$ cat src/srwcfg_defines.vh
// Constants for the safety reaction and watchdog configuration register bank
`ifndef SRWCFG_DEFINES_VH
`define SRWCFG_DEFINES_VH

// ****************************************
// Register selection codes
// ****************************************
`define SRWCFG_ADDR_REACTION_ONE 2'h0
`define SRWCFG_ADDR_REACTION_TWO 2'h1
`define SRWCFG_ADDR_WDOG_SETUP 2'h2

// ****************************************
// First reaction register fields
// ****************************************
`define SRWCFG_MON4_INCL_BIT 13
`define SRWCFG_IO_OVER_HI 11
`define SRWCFG_IO_OVER_LO 10
`define SRWCFG_IO_UNDER_HI 9
`define SRWCFG_IO_UNDER_LO 8
`define SRWCFG_MON4_INCL_RST 1'h0
`define SRWCFG_IO_OVER_RST 2'h3
`define SRWCFG_IO_UNDER_RST 2'h1

// ****************************************
// Second reaction register fields
// ****************************************
`define SRWCFG_MON_FIELD_LSB 8
`define SRWCFG_MON_OVER_RST 2'h3
`define SRWCFG_MON_UNDER_RST 2'h1

// ****************************************
// Watchdog setup register fields
// ****************************************
`define SRWCFG_ERR_CEIL_HI 23
`define SRWCFG_ERR_CEIL_LO 22
`define SRWCFG_RFR_CEIL_HI 20
`define SRWCFG_RFR_CEIL_LO 19
`define SRWCFG_WD_REACT_HI 17
`define SRWCFG_WD_REACT_LO 16
`define SRWCFG_RFR_CNT_HI 14
`define SRWCFG_RFR_CNT_LO 12
`define SRWCFG_ERR_CNT_HI 11
`define SRWCFG_ERR_CNT_LO 8
`define SRWCFG_ERR_CEIL_RST 2'h1
`define SRWCFG_RFR_CEIL_RST 2'h0
`define SRWCFG_WD_REACT_RST 2'h2
`define SRWCFG_RFR_CNT_RST 3'h0
`define SRWCFG_ERR_CNT_RST 4'h0
`define SRWCFG_ERR_CNT_MAX 4'h8

`endif

$ cat src/srwcfg_top.v
// Fail-safe reaction and watchdog configuration register bank
`include "srwcfg_defines.vh"

// Summary of operation
// - Bit 13 includes monitor four in self-test
// - Bits 11:10 hold I/O overvoltage reaction
// - Bits 9:8 hold I/O undervoltage reaction
// - Monitors four and three fields, bits 23:16
// - Monitors two and one fields, bits 15:8
// - Bits 23:22 error ceiling, reset 01
// - Bits 20:19 refresh ceiling, reset 00
// - Bits 17:16 watchdog reaction, reset 10
// - Bits 14:12 read refresh counter 0-7
// - Bits 11:8 read error counter 0-8
module srwcfg_top (
    input wire sys_clk,
    input wire sys_rst,
    input wire wr_en,
    input wire rd_en,
    input wire [1:0] reg_addr,
    input wire [23:0] wr_data,
    input wire [2:0] wdog_refresh_count_in,
    input wire [3:0] wdog_error_count_in,
    output wire [23:0] rd_data,
    output wire rd_valid,
    output wire mon4_selftest_incl,
    output wire [1:0] io_supply_over_reaction,
    output wire [1:0] io_supply_under_reaction,
    output wire [1:0] mon4_over_reaction,
    output wire [1:0] mon4_under_reaction,
    output wire [1:0] mon3_over_reaction,
    output wire [1:0] mon3_under_reaction,
    output wire [1:0] mon2_over_reaction,
    output wire [1:0] mon2_under_reaction,
    output wire [1:0] mon1_over_reaction,
    output wire [1:0] mon1_under_reaction,
    output wire [1:0] wdog_error_ceiling,
    output wire [1:0] wdog_refresh_ceiling,
    output wire [1:0] wdog_failure_reaction
);

    // ****************************************
    // Storage
    // ****************************************
    // Configuration fields, all cleared to their defaults by reset
    // First reaction register fields
    reg mon4_incl_ff;
    reg [1:0] io_over_ff;
    reg [1:0] io_under_ff;
    // Second reaction register, one nibble per monitor, monitor one lowest
    wire [15:0] mon_react;
    // Watchdog setup fields
    reg [1:0] err_ceil_ff;
    reg [1:0] rfr_ceil_ff;
    reg [1:0] wd_react_ff;
    // Counter mirrors and the saturated error count
    reg [2:0] rfr_cnt_ff;
    reg [3:0] err_cnt_ff;
    reg [3:0] nxt_err_cnt;
    // Read images, reserved positions held at zero
    reg [23:0] reaction_one_img;
    reg [23:0] reaction_two_img;
    reg [23:0] wdog_setup_img;

    // ****************************************
    // Write decode
    // ****************************************
    // A write to the unmapped select raises no strobe and is dropped
    wire wr_one;
    wire wr_two;
    wire wr_wdog;

    // Write strobes per register
    assign wr_one = wr_en && (reg_addr == `SRWCFG_ADDR_REACTION_ONE);
    assign wr_two = wr_en && (reg_addr == `SRWCFG_ADDR_REACTION_TWO);
    assign wr_wdog = wr_en && (reg_addr == `SRWCFG_ADDR_WDOG_SETUP);

    // ****************************************
    // First reaction register
    // ****************************************
    // Reserved bit 12 and bits outside these fields are dropped on write
    // Self-test inclusion bit
    always @(posedge sys_clk) begin
        if (sys_rst) begin
            mon4_incl_ff <= `SRWCFG_MON4_INCL_RST;
            io_over_ff <= `SRWCFG_IO_OVER_RST;
            io_under_ff <= `SRWCFG_IO_UNDER_RST;
        end else if (wr_one) begin
            mon4_incl_ff <= wr_data[`SRWCFG_MON4_INCL_BIT];
            io_over_ff <= wr_data[`SRWCFG_IO_OVER_HI:`SRWCFG_IO_OVER_LO];
            io_under_ff <= wr_data[`SRWCFG_IO_UNDER_HI:`SRWCFG_IO_UNDER_LO];
        end
    end

    // ****************************************
    // Second reaction register, one slice per monitor
    // ****************************************
    genvar mon_idx;
    generate
        for (mon_idx = 0; mon_idx < 4; mon_idx = mon_idx + 1) begin : g_mon
            reg [3:0] slice_ff;

            // Over field on top, under below
            always @(posedge sys_clk) begin
                if (sys_rst) begin
                    slice_ff[3:2] <= `SRWCFG_MON_OVER_RST;
                    slice_ff[1:0] <= `SRWCFG_MON_UNDER_RST;
                end else if (wr_two) begin
                    slice_ff <=
                        wr_data[`SRWCFG_MON_FIELD_LSB+mon_idx*4+3:
                                `SRWCFG_MON_FIELD_LSB+mon_idx*4];
                end
            end

            // Each slice drives only its own nibble, so one driver per bit
            assign mon_react[mon_idx*4+3:mon_idx*4] = slice_ff;
        end
    endgenerate

    // ****************************************
    // Watchdog setup register
    // ****************************************
    // Counter fields 14:8 take no write data, writes there are dropped
    // Error ceiling field
    always @(posedge sys_clk) begin
        if (sys_rst) begin
            err_ceil_ff <= `SRWCFG_ERR_CEIL_RST;
            rfr_ceil_ff <= `SRWCFG_RFR_CEIL_RST;
            wd_react_ff <= `SRWCFG_WD_REACT_RST;
        end else if (wr_wdog) begin
            err_ceil_ff <= wr_data[`SRWCFG_ERR_CEIL_HI:`SRWCFG_ERR_CEIL_LO];
            rfr_ceil_ff <= wr_data[`SRWCFG_RFR_CEIL_HI:`SRWCFG_RFR_CEIL_LO];
            wd_react_ff <= wr_data[`SRWCFG_WD_REACT_HI:`SRWCFG_WD_REACT_LO];
        end
    end

    // ****************************************
    // Counter mirrors
    // ****************************************
    // Counters follow the watchdog logic one cycle late
    // Error counter never shows above eight
    always @* begin
        nxt_err_cnt = wdog_error_count_in;
        if (wdog_error_count_in > `SRWCFG_ERR_CNT_MAX) begin
            nxt_err_cnt = `SRWCFG_ERR_CNT_MAX;
        end
    end

    // Counter mirrors, cleared at reset, not writable
    always @(posedge sys_clk) begin
        if (sys_rst) begin
            rfr_cnt_ff <= `SRWCFG_RFR_CNT_RST;
            err_cnt_ff <= `SRWCFG_ERR_CNT_RST;
        end else begin
            rfr_cnt_ff <= wdog_refresh_count_in;
            err_cnt_ff <= nxt_err_cnt;
        end
    end

    // ****************************************
    // Read images
    // ****************************************
    // A read alongside a write sees the old contents
    // Reserved and absent positions read zero
    always @* begin
        reaction_one_img = 24'h000000;
        reaction_one_img[`SRWCFG_MON4_INCL_BIT] = mon4_incl_ff;
        reaction_one_img[`SRWCFG_IO_OVER_HI:`SRWCFG_IO_OVER_LO] = io_over_ff;
        reaction_one_img[`SRWCFG_IO_UNDER_HI:`SRWCFG_IO_UNDER_LO] = io_under_ff;
        reaction_two_img = 24'h000000;
        reaction_two_img[`SRWCFG_MON_FIELD_LSB+15:`SRWCFG_MON_FIELD_LSB] = mon_react;
        wdog_setup_img = 24'h000000;
        wdog_setup_img[`SRWCFG_ERR_CEIL_HI:`SRWCFG_ERR_CEIL_LO] = err_ceil_ff;
        wdog_setup_img[`SRWCFG_RFR_CEIL_HI:`SRWCFG_RFR_CEIL_LO] = rfr_ceil_ff;
        wdog_setup_img[`SRWCFG_WD_REACT_HI:`SRWCFG_WD_REACT_LO] = wd_react_ff;
        wdog_setup_img[`SRWCFG_RFR_CNT_HI:`SRWCFG_RFR_CNT_LO] = rfr_cnt_ff;
        wdog_setup_img[`SRWCFG_ERR_CNT_HI:`SRWCFG_ERR_CNT_LO] = err_cnt_ff;
    end

    // Read data come from a register, so a read answers one cycle later
    // Registered read return
    srwcfg_read_reg u_read_reg (
        .sys_clk(sys_clk),
        .sys_rst(sys_rst),
        .rd_en(rd_en),
        .rd_addr(reg_addr),
        .reaction_one_img(reaction_one_img),
        .reaction_two_img(reaction_two_img),
        .wdog_setup_img(wdog_setup_img),
        .rd_data_ff(rd_data),
        .rd_valid_ff(rd_valid)
    );

    // ****************************************
    // Configuration outputs, straight from storage
    // ****************************************
    // Self-test inclusion output
    assign mon4_selftest_incl = mon4_incl_ff;

    assign io_supply_over_reaction = io_over_ff;
    assign io_supply_under_reaction = io_under_ff;

    assign mon4_over_reaction = mon_react[15:14];
    assign mon4_under_reaction = mon_react[13:12];
    assign mon3_over_reaction = mon_react[11:10];
    assign mon3_under_reaction = mon_react[9:8];

    assign mon2_over_reaction = mon_react[7:6];
    assign mon2_under_reaction = mon_react[5:4];
    assign mon1_over_reaction = mon_react[3:2];
    assign mon1_under_reaction = mon_react[1:0];

    assign wdog_error_ceiling = err_ceil_ff;
    assign wdog_refresh_ceiling = rfr_ceil_ff;
    assign wdog_failure_reaction = wd_react_ff;

endmodule // srwcfg_top

$ cat src/srwcfg_read_reg.v
// Registered read data return for the register bank
`include "srwcfg_defines.vh"

module srwcfg_read_reg (
    input wire sys_clk,
    input wire sys_rst,
    input wire rd_en,
    input wire [1:0] rd_addr,
    input wire [23:0] reaction_one_img,
    input wire [23:0] reaction_two_img,
    input wire [23:0] wdog_setup_img,
    output reg [23:0] rd_data_ff,
    output reg rd_valid_ff
);

    reg [23:0] nxt_rd_data;

    // Select image of addressed register, unmapped reads zero
    always @* begin
        nxt_rd_data = 24'h000000;
        case (rd_addr)
            `SRWCFG_ADDR_REACTION_ONE: nxt_rd_data = reaction_one_img;
            `SRWCFG_ADDR_REACTION_TWO: nxt_rd_data = reaction_two_img;
            `SRWCFG_ADDR_WDOG_SETUP: nxt_rd_data = wdog_setup_img;
            default: nxt_rd_data = 24'h000000;
        endcase
    end

    // Capture read data, hold it until the next read
    always @(posedge sys_clk) begin
        if (sys_rst) begin
            rd_data_ff <= 24'h000000;
            rd_valid_ff <= 1'b0;
        end else begin
            rd_valid_ff <= rd_en;
            if (rd_en) begin
                rd_data_ff <= nxt_rd_data;
            end
        end
    end

endmodule // srwcfg_read_reg

$ cat config.mk
export PLATFORM = sky130hd
export DESIGN_NAME = srwcfg_top
export DESIGN_NICKNAME = d
export VERILOG_FILES = /design/src/srwcfg_top.v /design/src/srwcfg_read_reg.v
export VERILOG_INCLUDE_DIRS = /design/src
export SDC_FILE = /design/constraint.sdc
export NUM_CORES = 1
export LEC_CHECK = 0
export BUFFER_PORTS_ARGS = -buffer_cell sky130_fd_sc_hd__clkbuf_2
export CAP_MARGIN = 20
export CORE_ASPECT_RATIO = 0.9
export CORE_MARGIN = 1
export CORE_UTILIZATION = 50
export DETAILED_ROUTE_END_ITERATION = 12
export GPL_TIMING_DRIVEN = 0
export PLACE_DENSITY = 0.94
export SETUP_SLACK_MARGIN = 0.5
export SLEW_MARGIN = 20
export SYNTH_ARGS = -nofsm -noshare
export SYNTH_HDL_FRONTEND = slang
export SYNTH_SLANG_ARGS = --single-unit
$ cat constraint.sdc
create_clock -name sys_clk -period 2.4 [get_ports sys_clk]
set_input_delay 0.36 -clock sys_clk [delete_from_list [all_inputs] [get_ports sys_clk]]
set_output_delay 0.36 -clock sys_clk [all_outputs]
set_load 0.1 [all_outputs]
==> results of run 1 <==
routing by layer:
layer  wire (um)  global-route usage, %  up-vias
li1            -                      -      905
met1        2140                   30.2      888
met2        2560                   43.2       83
met3         398                   5.81       11
met4          73                   11.0        0
met5           0                      0        -
cells in the mapped netlist (all sizes together):
cell type / count
a211o: 17
a211oi: 8
a21oi: 11
a22oi: 8
a311oi: 5
and2: 3
and3: 14
buf: 18
clkbuf: 8
conb: 1
dfxtp: 51
mux2i: 7
nand2: 13
nand2b: 3
nand3: 11
nand3b: 2
nor2: 16
nor2b: 10
nor3b: 1
or2: 5
path summary, 6_finish.rpt:
| kind | endpoint | slack, ns | cells past startpoint | from |
|---|---|---|---|---|
| setup / recovery | mon3_over_reaction[1] | 0.88 | 1 | g_mon[2].slice_ff[3] |
| hold / removal | err_cnt_ff[0] | 0.25 | 2 | wdog_error_count_in[0] |
| setup reg to reg | u_read_reg.rd_data_ff[13] | 1.32 | 3 | mon4_selftest_incl |
| hold reg to reg | u_read_reg.rd_data_ff[9] | 0.47 | 2 | err_cnt_ff[1] |
cell families after synthesis:
group / share of synthesized area, %
AO/OA/AOI/OAI: 17.9
buffers and inverters: 8.44
flip-flops: 49.5
multiplexers: 3.40
other: 0.182
AND/OR/NAND/NOR: 20.6
state kept, by name, indices dropped and copies added, names as in the netlist:
signal,cells
err_cnt_ff,4
g_mon.slice_ff,16
io_supply_over_reaction,2
io_supply_under_reaction,2
mon4_selftest_incl,1
rfr_cnt_ff,3
u_read_reg.rd_data_ff,16
u_read_reg.rd_valid_ff,1
wdog_error_ceiling,2
wdog_failure_reaction,2
wdog_refresh_ceiling,2
area by class of cell:
type,count,area (um^2),area share [%]
multi-input cells,142,892,34.7
plain buffers,26,174,6.76
flip-flops and latches,51,1020,39.7
repair buffers,69,345,13.4
clock inverters,1,5.00,0.195
well taps,46,57.6,2.24
clock buffers,7,76.3,2.97
stage by stage:
stage	utilization [%]	std cells
2_1_floorplan	-	219
3_3_place_gp	64.9	334
3_5_place_dp	64.9	334
4_1_cts	67.0	342
5_1_grt	67.0	342
6_report	67.0	342
report_power, final:
| part | switching (uW) | total, uW | internal (uW) |
|---|---|---|---|
| logic | 430 | 539 | 109 |
| registers | 26.3 | 915 | 889 |
| clock network | 265 | 470 | 205 |
| total | 721 | 1920 | 1200 |
==> metrics, run 1 <==
Total GRT Usage=25.2%; Detail Route Antenna Nets=0; Post-DP Area=2490 um^2; Skew-Pair Late Insertion Delay=0.30 ns; # diodes=0; Place WS=0.770 ns; PwrDens=748 nW/um^2; vias=1,887; synth-to-layout area growth=24.8%; synth warn=0; Crit path largest cell delay=0.48 ns; most common cell after layout, fill and taps aside=clkbuf_2; # resized after CTS=0; Avg WL per Cell=15.1 um; CTS root buffer=clkbuf_8; Worst EP required=2.04 ns; Max Root-Sink Buffers=2; first-pass GRT wire length=8610 um; TritonCTS clock tree=done; post-DP HPWL=3830 um; die area=4380 um^2; Final period util=63.4%; # setup viols final=0; crit-path leading delay family=buffers and inverters; Synth top area share=49.5%; DR iter-0 viols=125; IO Port Bufs=69; Initial Utilization=53.7%; vias in the first global route=1,864; fillers=327; clock sink total=51; CP startpoint kind=register; min Tclk post-route=1.52 ns; RSZ-0062 raised after global routing=no; Setup Skew=0.00628 ns; final net count=332; max cap viols=0; hold buffer count at CTS=0; Critical Path, Cell by Cell=clkbuf_2; Slew Limit Headroom=62.2%; worst hold-check path type=in -> reg; Tightest Pin Transition=0.570 ns; Crit-path slowest cell=clkbuf_2; hold slack=0.255 ns; area leader, netlist=dfxtp_1; clk slew on worst S/H paths=0.09 ns; H-tree Lvls=2; Finished Cell Area=2570 um^2; die height=62.9 um; CP Class=reg -> out; I/O pins=89; drt via density=5.52; WL final=5170 um; Post-CTS Setup Bufs=0; TritonCTS buffer count=5; Worst EP arrival=1.16 ns; largest net degree at the start of global routing=15; Mapped Area=2060 um^2; commonest non-fill, non-tap cells in the layout=69 x clkbuf_2, 51 x dfxtp_1, 17 x a211o_1, 16 x nor2_1, 14 x and3_1; Die X=69.7 um; Cell Rows=21; synth top area cells=dfxtp_1 50%, a211o_1 7.2%, and3_1 4.3%; final worst slack=0.878 ns; core region area=3840 um^2; gate count after technology mapping=212; drt first pass iters=4; CP endpoint kind=output pin; #FFs+latches synth=51; Residual DRC=0; layout cells sized above 1=33.1%; LEAKAGE=0.00118 uW; Max FO, Critical Path=3; Peak VDD IR=0.460 mV; initial antenna violation count=0; CP bufs+invs=1; total gr overflow=0; final hold violations=0; total chip power=1920 uW; sequential area share after synthesis=49.5%; outcome=complete, no violations; Max Freq=657 MHz; Placer Congestion=0.810; syn avg cell area=9.72 um^2; Max Slew Vio Count=0; setup TNS=0 ns; post-synthesis cell type count=24
Power figures use the tool's default switching activity.
==> run 2, diff against run 1 <==
--- a/config.mk
+++ b/config.mk
@@ -10,10 +10,10 @@
 export CAP_MARGIN = 20
 export CORE_ASPECT_RATIO = 0.9
 export CORE_MARGIN = 1
-export CORE_UTILIZATION = 50
+export CORE_UTILIZATION = 47
 export DETAILED_ROUTE_END_ITERATION = 12
 export GPL_TIMING_DRIVEN = 0
-export PLACE_DENSITY = 0.94
+export PLACE_DENSITY = 0.9
 export SETUP_SLACK_MARGIN = 0.5
 export SLEW_MARGIN = 20
 export SYNTH_ARGS = -nofsm -noshare
==> constraint.sdc (replaced) <==
create_clock -name sys_clk -period 1.55 [get_ports sys_clk]
set_input_delay 0.2325 -clock sys_clk [delete_from_list [all_inputs] [get_ports sys_clk]]
set_output_delay 0.2325 -clock sys_clk [all_outputs]
set_load 0.1 [all_outputs]
==> metrics, run 2 (synthesis gave the netlist of run 1 again) <==
Detail Route Antenna Nets=0 (unchanged); Final period util=85.7%; Max Freq=753 MHz; clock sink total=51 (unchanged); I/O pins=89 (unchanged); die area=4650 um^2 (was 4380 um^2); CP Class=in -> reg (was reg -> out); top flop regs=g_mon.slice_ff (16), u_read_reg.rd_data_ff (16), err_cnt_ff (4) (unchanged); met2 WL=5210 um (was 2560 um); vias=2,514 (was 1,887); Crit-path slowest cell=a211oi_1 (was clkbuf_2); Critical Path End=u_read_reg.rd_data_ff[16] (was mon3_over_reaction[1]); TritonCTS buffer count=5 (unchanged); Residual DRC=0 (unchanged); Max Root-Sink Buffers=2 (unchanged); Max Slew Vio Count=0 (unchanged); first-pass GRT wire length=13,300 um (was 8610 um); Setup Skew=0.00978 ns (was 0.00628 ns); Metal-1 WL=3730 um (was 2140 um); WL final=10,900 um (was 5170 um); largest net degree at the start of global routing=16 (was 15); CP startpoint kind=input pin (was register); Cell Rows=22 (was 21); initial antenna violation count=0 (unchanged); vias in the first global route=2,460 (was 1,864); Int Pwr=2140 uW (was 1200 uW); fillers=89 (was 327); Total GRT Usage=38.5% (was 25.2%); Comb power frac=35.5% (was 28.0%); setup TNS=0 ns (unchanged); FF-to-FF setup slack=0.23 ns (was 1.32 ns); # setup viols final=0 (unchanged); final net count=364 (was 332); Die X=71.8 um (was 69.7 um); Skew-Pair Late Insertion Delay=0.33 ns (was 0.30 ns); area of the multi-input gates=993 um^2 (was 892 um^2); crit-path leading delay family=compound AO/OA/AOI/OAI gates (was buffers and inverters); Clock Power Share=23.3% (was 24.4%); DR iter-0 viols=297 (was 125); Net Switching=1340 uW (was 721 uW); hold buffer count at CTS=0 (unchanged); Worst Hold Launch=wdog_error_count_in[1] (was wdog_error_count_in[0]); layout cells sized above 1=60.4% (was 33.1%); RSZ-0062 raised after global routing=yes (was no); Sequential Area=1130 um^2 (was 1020 um^2); clk slew on worst S/H paths=0.11 ns (was 0.09 ns); Max FO, Critical Path=10 (was 3); Critical Path, Cell by Cell=buf_12, nor2b_4, buf_6, buf_6, a22oi_2, a211oi_1 (was clkbuf_2); most common cell after layout, fill and taps aside=clkbuf_16 (was clkbuf_2); Peak VDD IR=0.766 mV (was 0.460 mV); commonest non-fill, non-tap cells in the layout=44 x clkbuf_16, 39 x buf_4, 29 x clkbuf_2, 23 x dfxtp_4, 21 x dfxtp_2 (was 69 x clkbuf_2, 51 x dfxtp_1, 17 x a211o_1, 16 x nor2_1, 14 x and3_1); worst hold-check path type=in -> reg (unchanged); Slew Limit Headroom=54.3% (was 62.2%); CP bufs+invs=3 (was 1); # diodes=0 (unchanged); Crit path largest cell delay=0.56 ns (was 0.48 ns); switching fraction of total power=38.6% (was 37.5%); TritonCTS clock tree=done (unchanged); die height=64.8 um (was 62.9 um); max cap viols=0 (unchanged); core region area=4130 um^2 (was 3840 um^2); CP most frequent cell=buf_6; Avg WL per Cell=29.0 um (was 15.1 um); drt first pass iters=5 (was 4); Placer Congestion=0.786 (was 0.810); worst reg2reg path endpoint=u_read_reg.rd_data_ff[16] (was u_read_reg.rd_data_ff[13]); IO Port Bufs=69 (unchanged); RR Startpoint=g_mon[2].slice_ff[0] (was mon4_selftest_incl); post-DP HPWL=4060 um (was 3830 um); R2R cell count=3 (unchanged); path length in cells of the critical path=6 (was 1); wire length on met3=1040 um (was 398 um); CTS root buffer=clkbuf_8 (unchanged); Worst EP required=1.71 ns (was 2.04 ns); worst setup path startpoint=reg_addr[0] (was g_mon[2].slice_ff[3]); top sig layer=met4 (unchanged); synth-to-layout area growth=92.2% (was 24.8%); Worst EP arrival=1.49 ns (was 1.16 ns); Initial Utilization=49.9% (was 53.7%); final hold violations=0 (unchanged); CP endpoint kind=register (was output pin); LEAKAGE=0.00170 uW (was 0.00118 uW); drt via density=6.69 (was 5.52); Finished Core Util=95.9% (was 67.0%); outcome=complete, no violations (unchanged); min Tclk post-route=1.33 ns; PwrDens=879 nW/um^2 (was 748 nW/um^2); H-tree Lvls=2 (unchanged); Seq pwr share=41.2% (was 47.6%); total gr overflow=0 (unchanged); Tightest Pin Transition=0.686 ns (was 0.570 ns)
-- run 2: cell count changes in the layout (fill, tap and decap cells not counted), sizes merged --
cell | before | now
buf | 18 | 49
clkinvlp | 0 | 1
-- run 2: worst min-delay path by stage --
| stage | slack (ns) | endpoint | cells past startpoint |
|---|---|---|---|
| 3_5_place_dp | 0.45 | rfr_cnt_ff[1] | 2 |
| 2_1_floorplan | 0.35 | io_supply_over_reaction[1] | 1 |
| 3_3_place_gp | 0.43 | err_cnt_ff[2] | 2 |
| 5_1_grt | 0.13 | err_cnt_ff[1] | 2 |
| 4_1_cts | 0.13 | rfr_cnt_ff[1] | 2 |
| 6_report | 0.12 | err_cnt_ff[1] | 2 |
-- run 2: stage by stage --
stage	hold slack, ns	area [um^2]	setup WS, ns	total power, uW	std cells
final	0.120	3960	0.222	3480	376
after global routing	0.129	3960	0.160	3540	376
after CTS	0.128	3830	0.434	3310	363
after floorplan	0.350	2300	0.340	2160	219
after detailed placement	0.449	2710	0.184	2310	336
after global placement	0.434	2710	0.230	2290	336
-- run 2: timing repair --
action / 4_1_cts / 5_1_grt
gates resized for setup: 137 / 12
setup buffers: 19 / 13
endpoints found under the setup margin: 44 / 77
pin swaps: 0 / 1
-- run 2: power groups by stage --
stage / registers, uW / logic, uW / clock network (uW)
3_5_place_dp: 1440 / 866 / 0
6_report: 1440 / 1240 / 810
4_1_cts: 1420 / 1130 / 760
3_3_place_gp: 1440 / 852 / 0
5_1_grt: 1440 / 1260 / 848
2_1_floorplan: 1860 / 300 / 0
-- run 2: final cells by class --
type	instances	area share, %
tap	48	1.52
clock buffer	6	1.83
buffer	26	5.31
timing repair buffer	101	37.3
multi-input combinational	142	25.1
clock inverter	2	0.316
sequential	51	28.6
-- run 2: routing by layer --
layer | global-route usage [%] | vias up
met4 | 18.9 | 0
met1 | 44.6 | 1196
met2 | 67.5 | 265
li1 | - | 967
met3 | 8.09 | 86
met5 | 0 | -
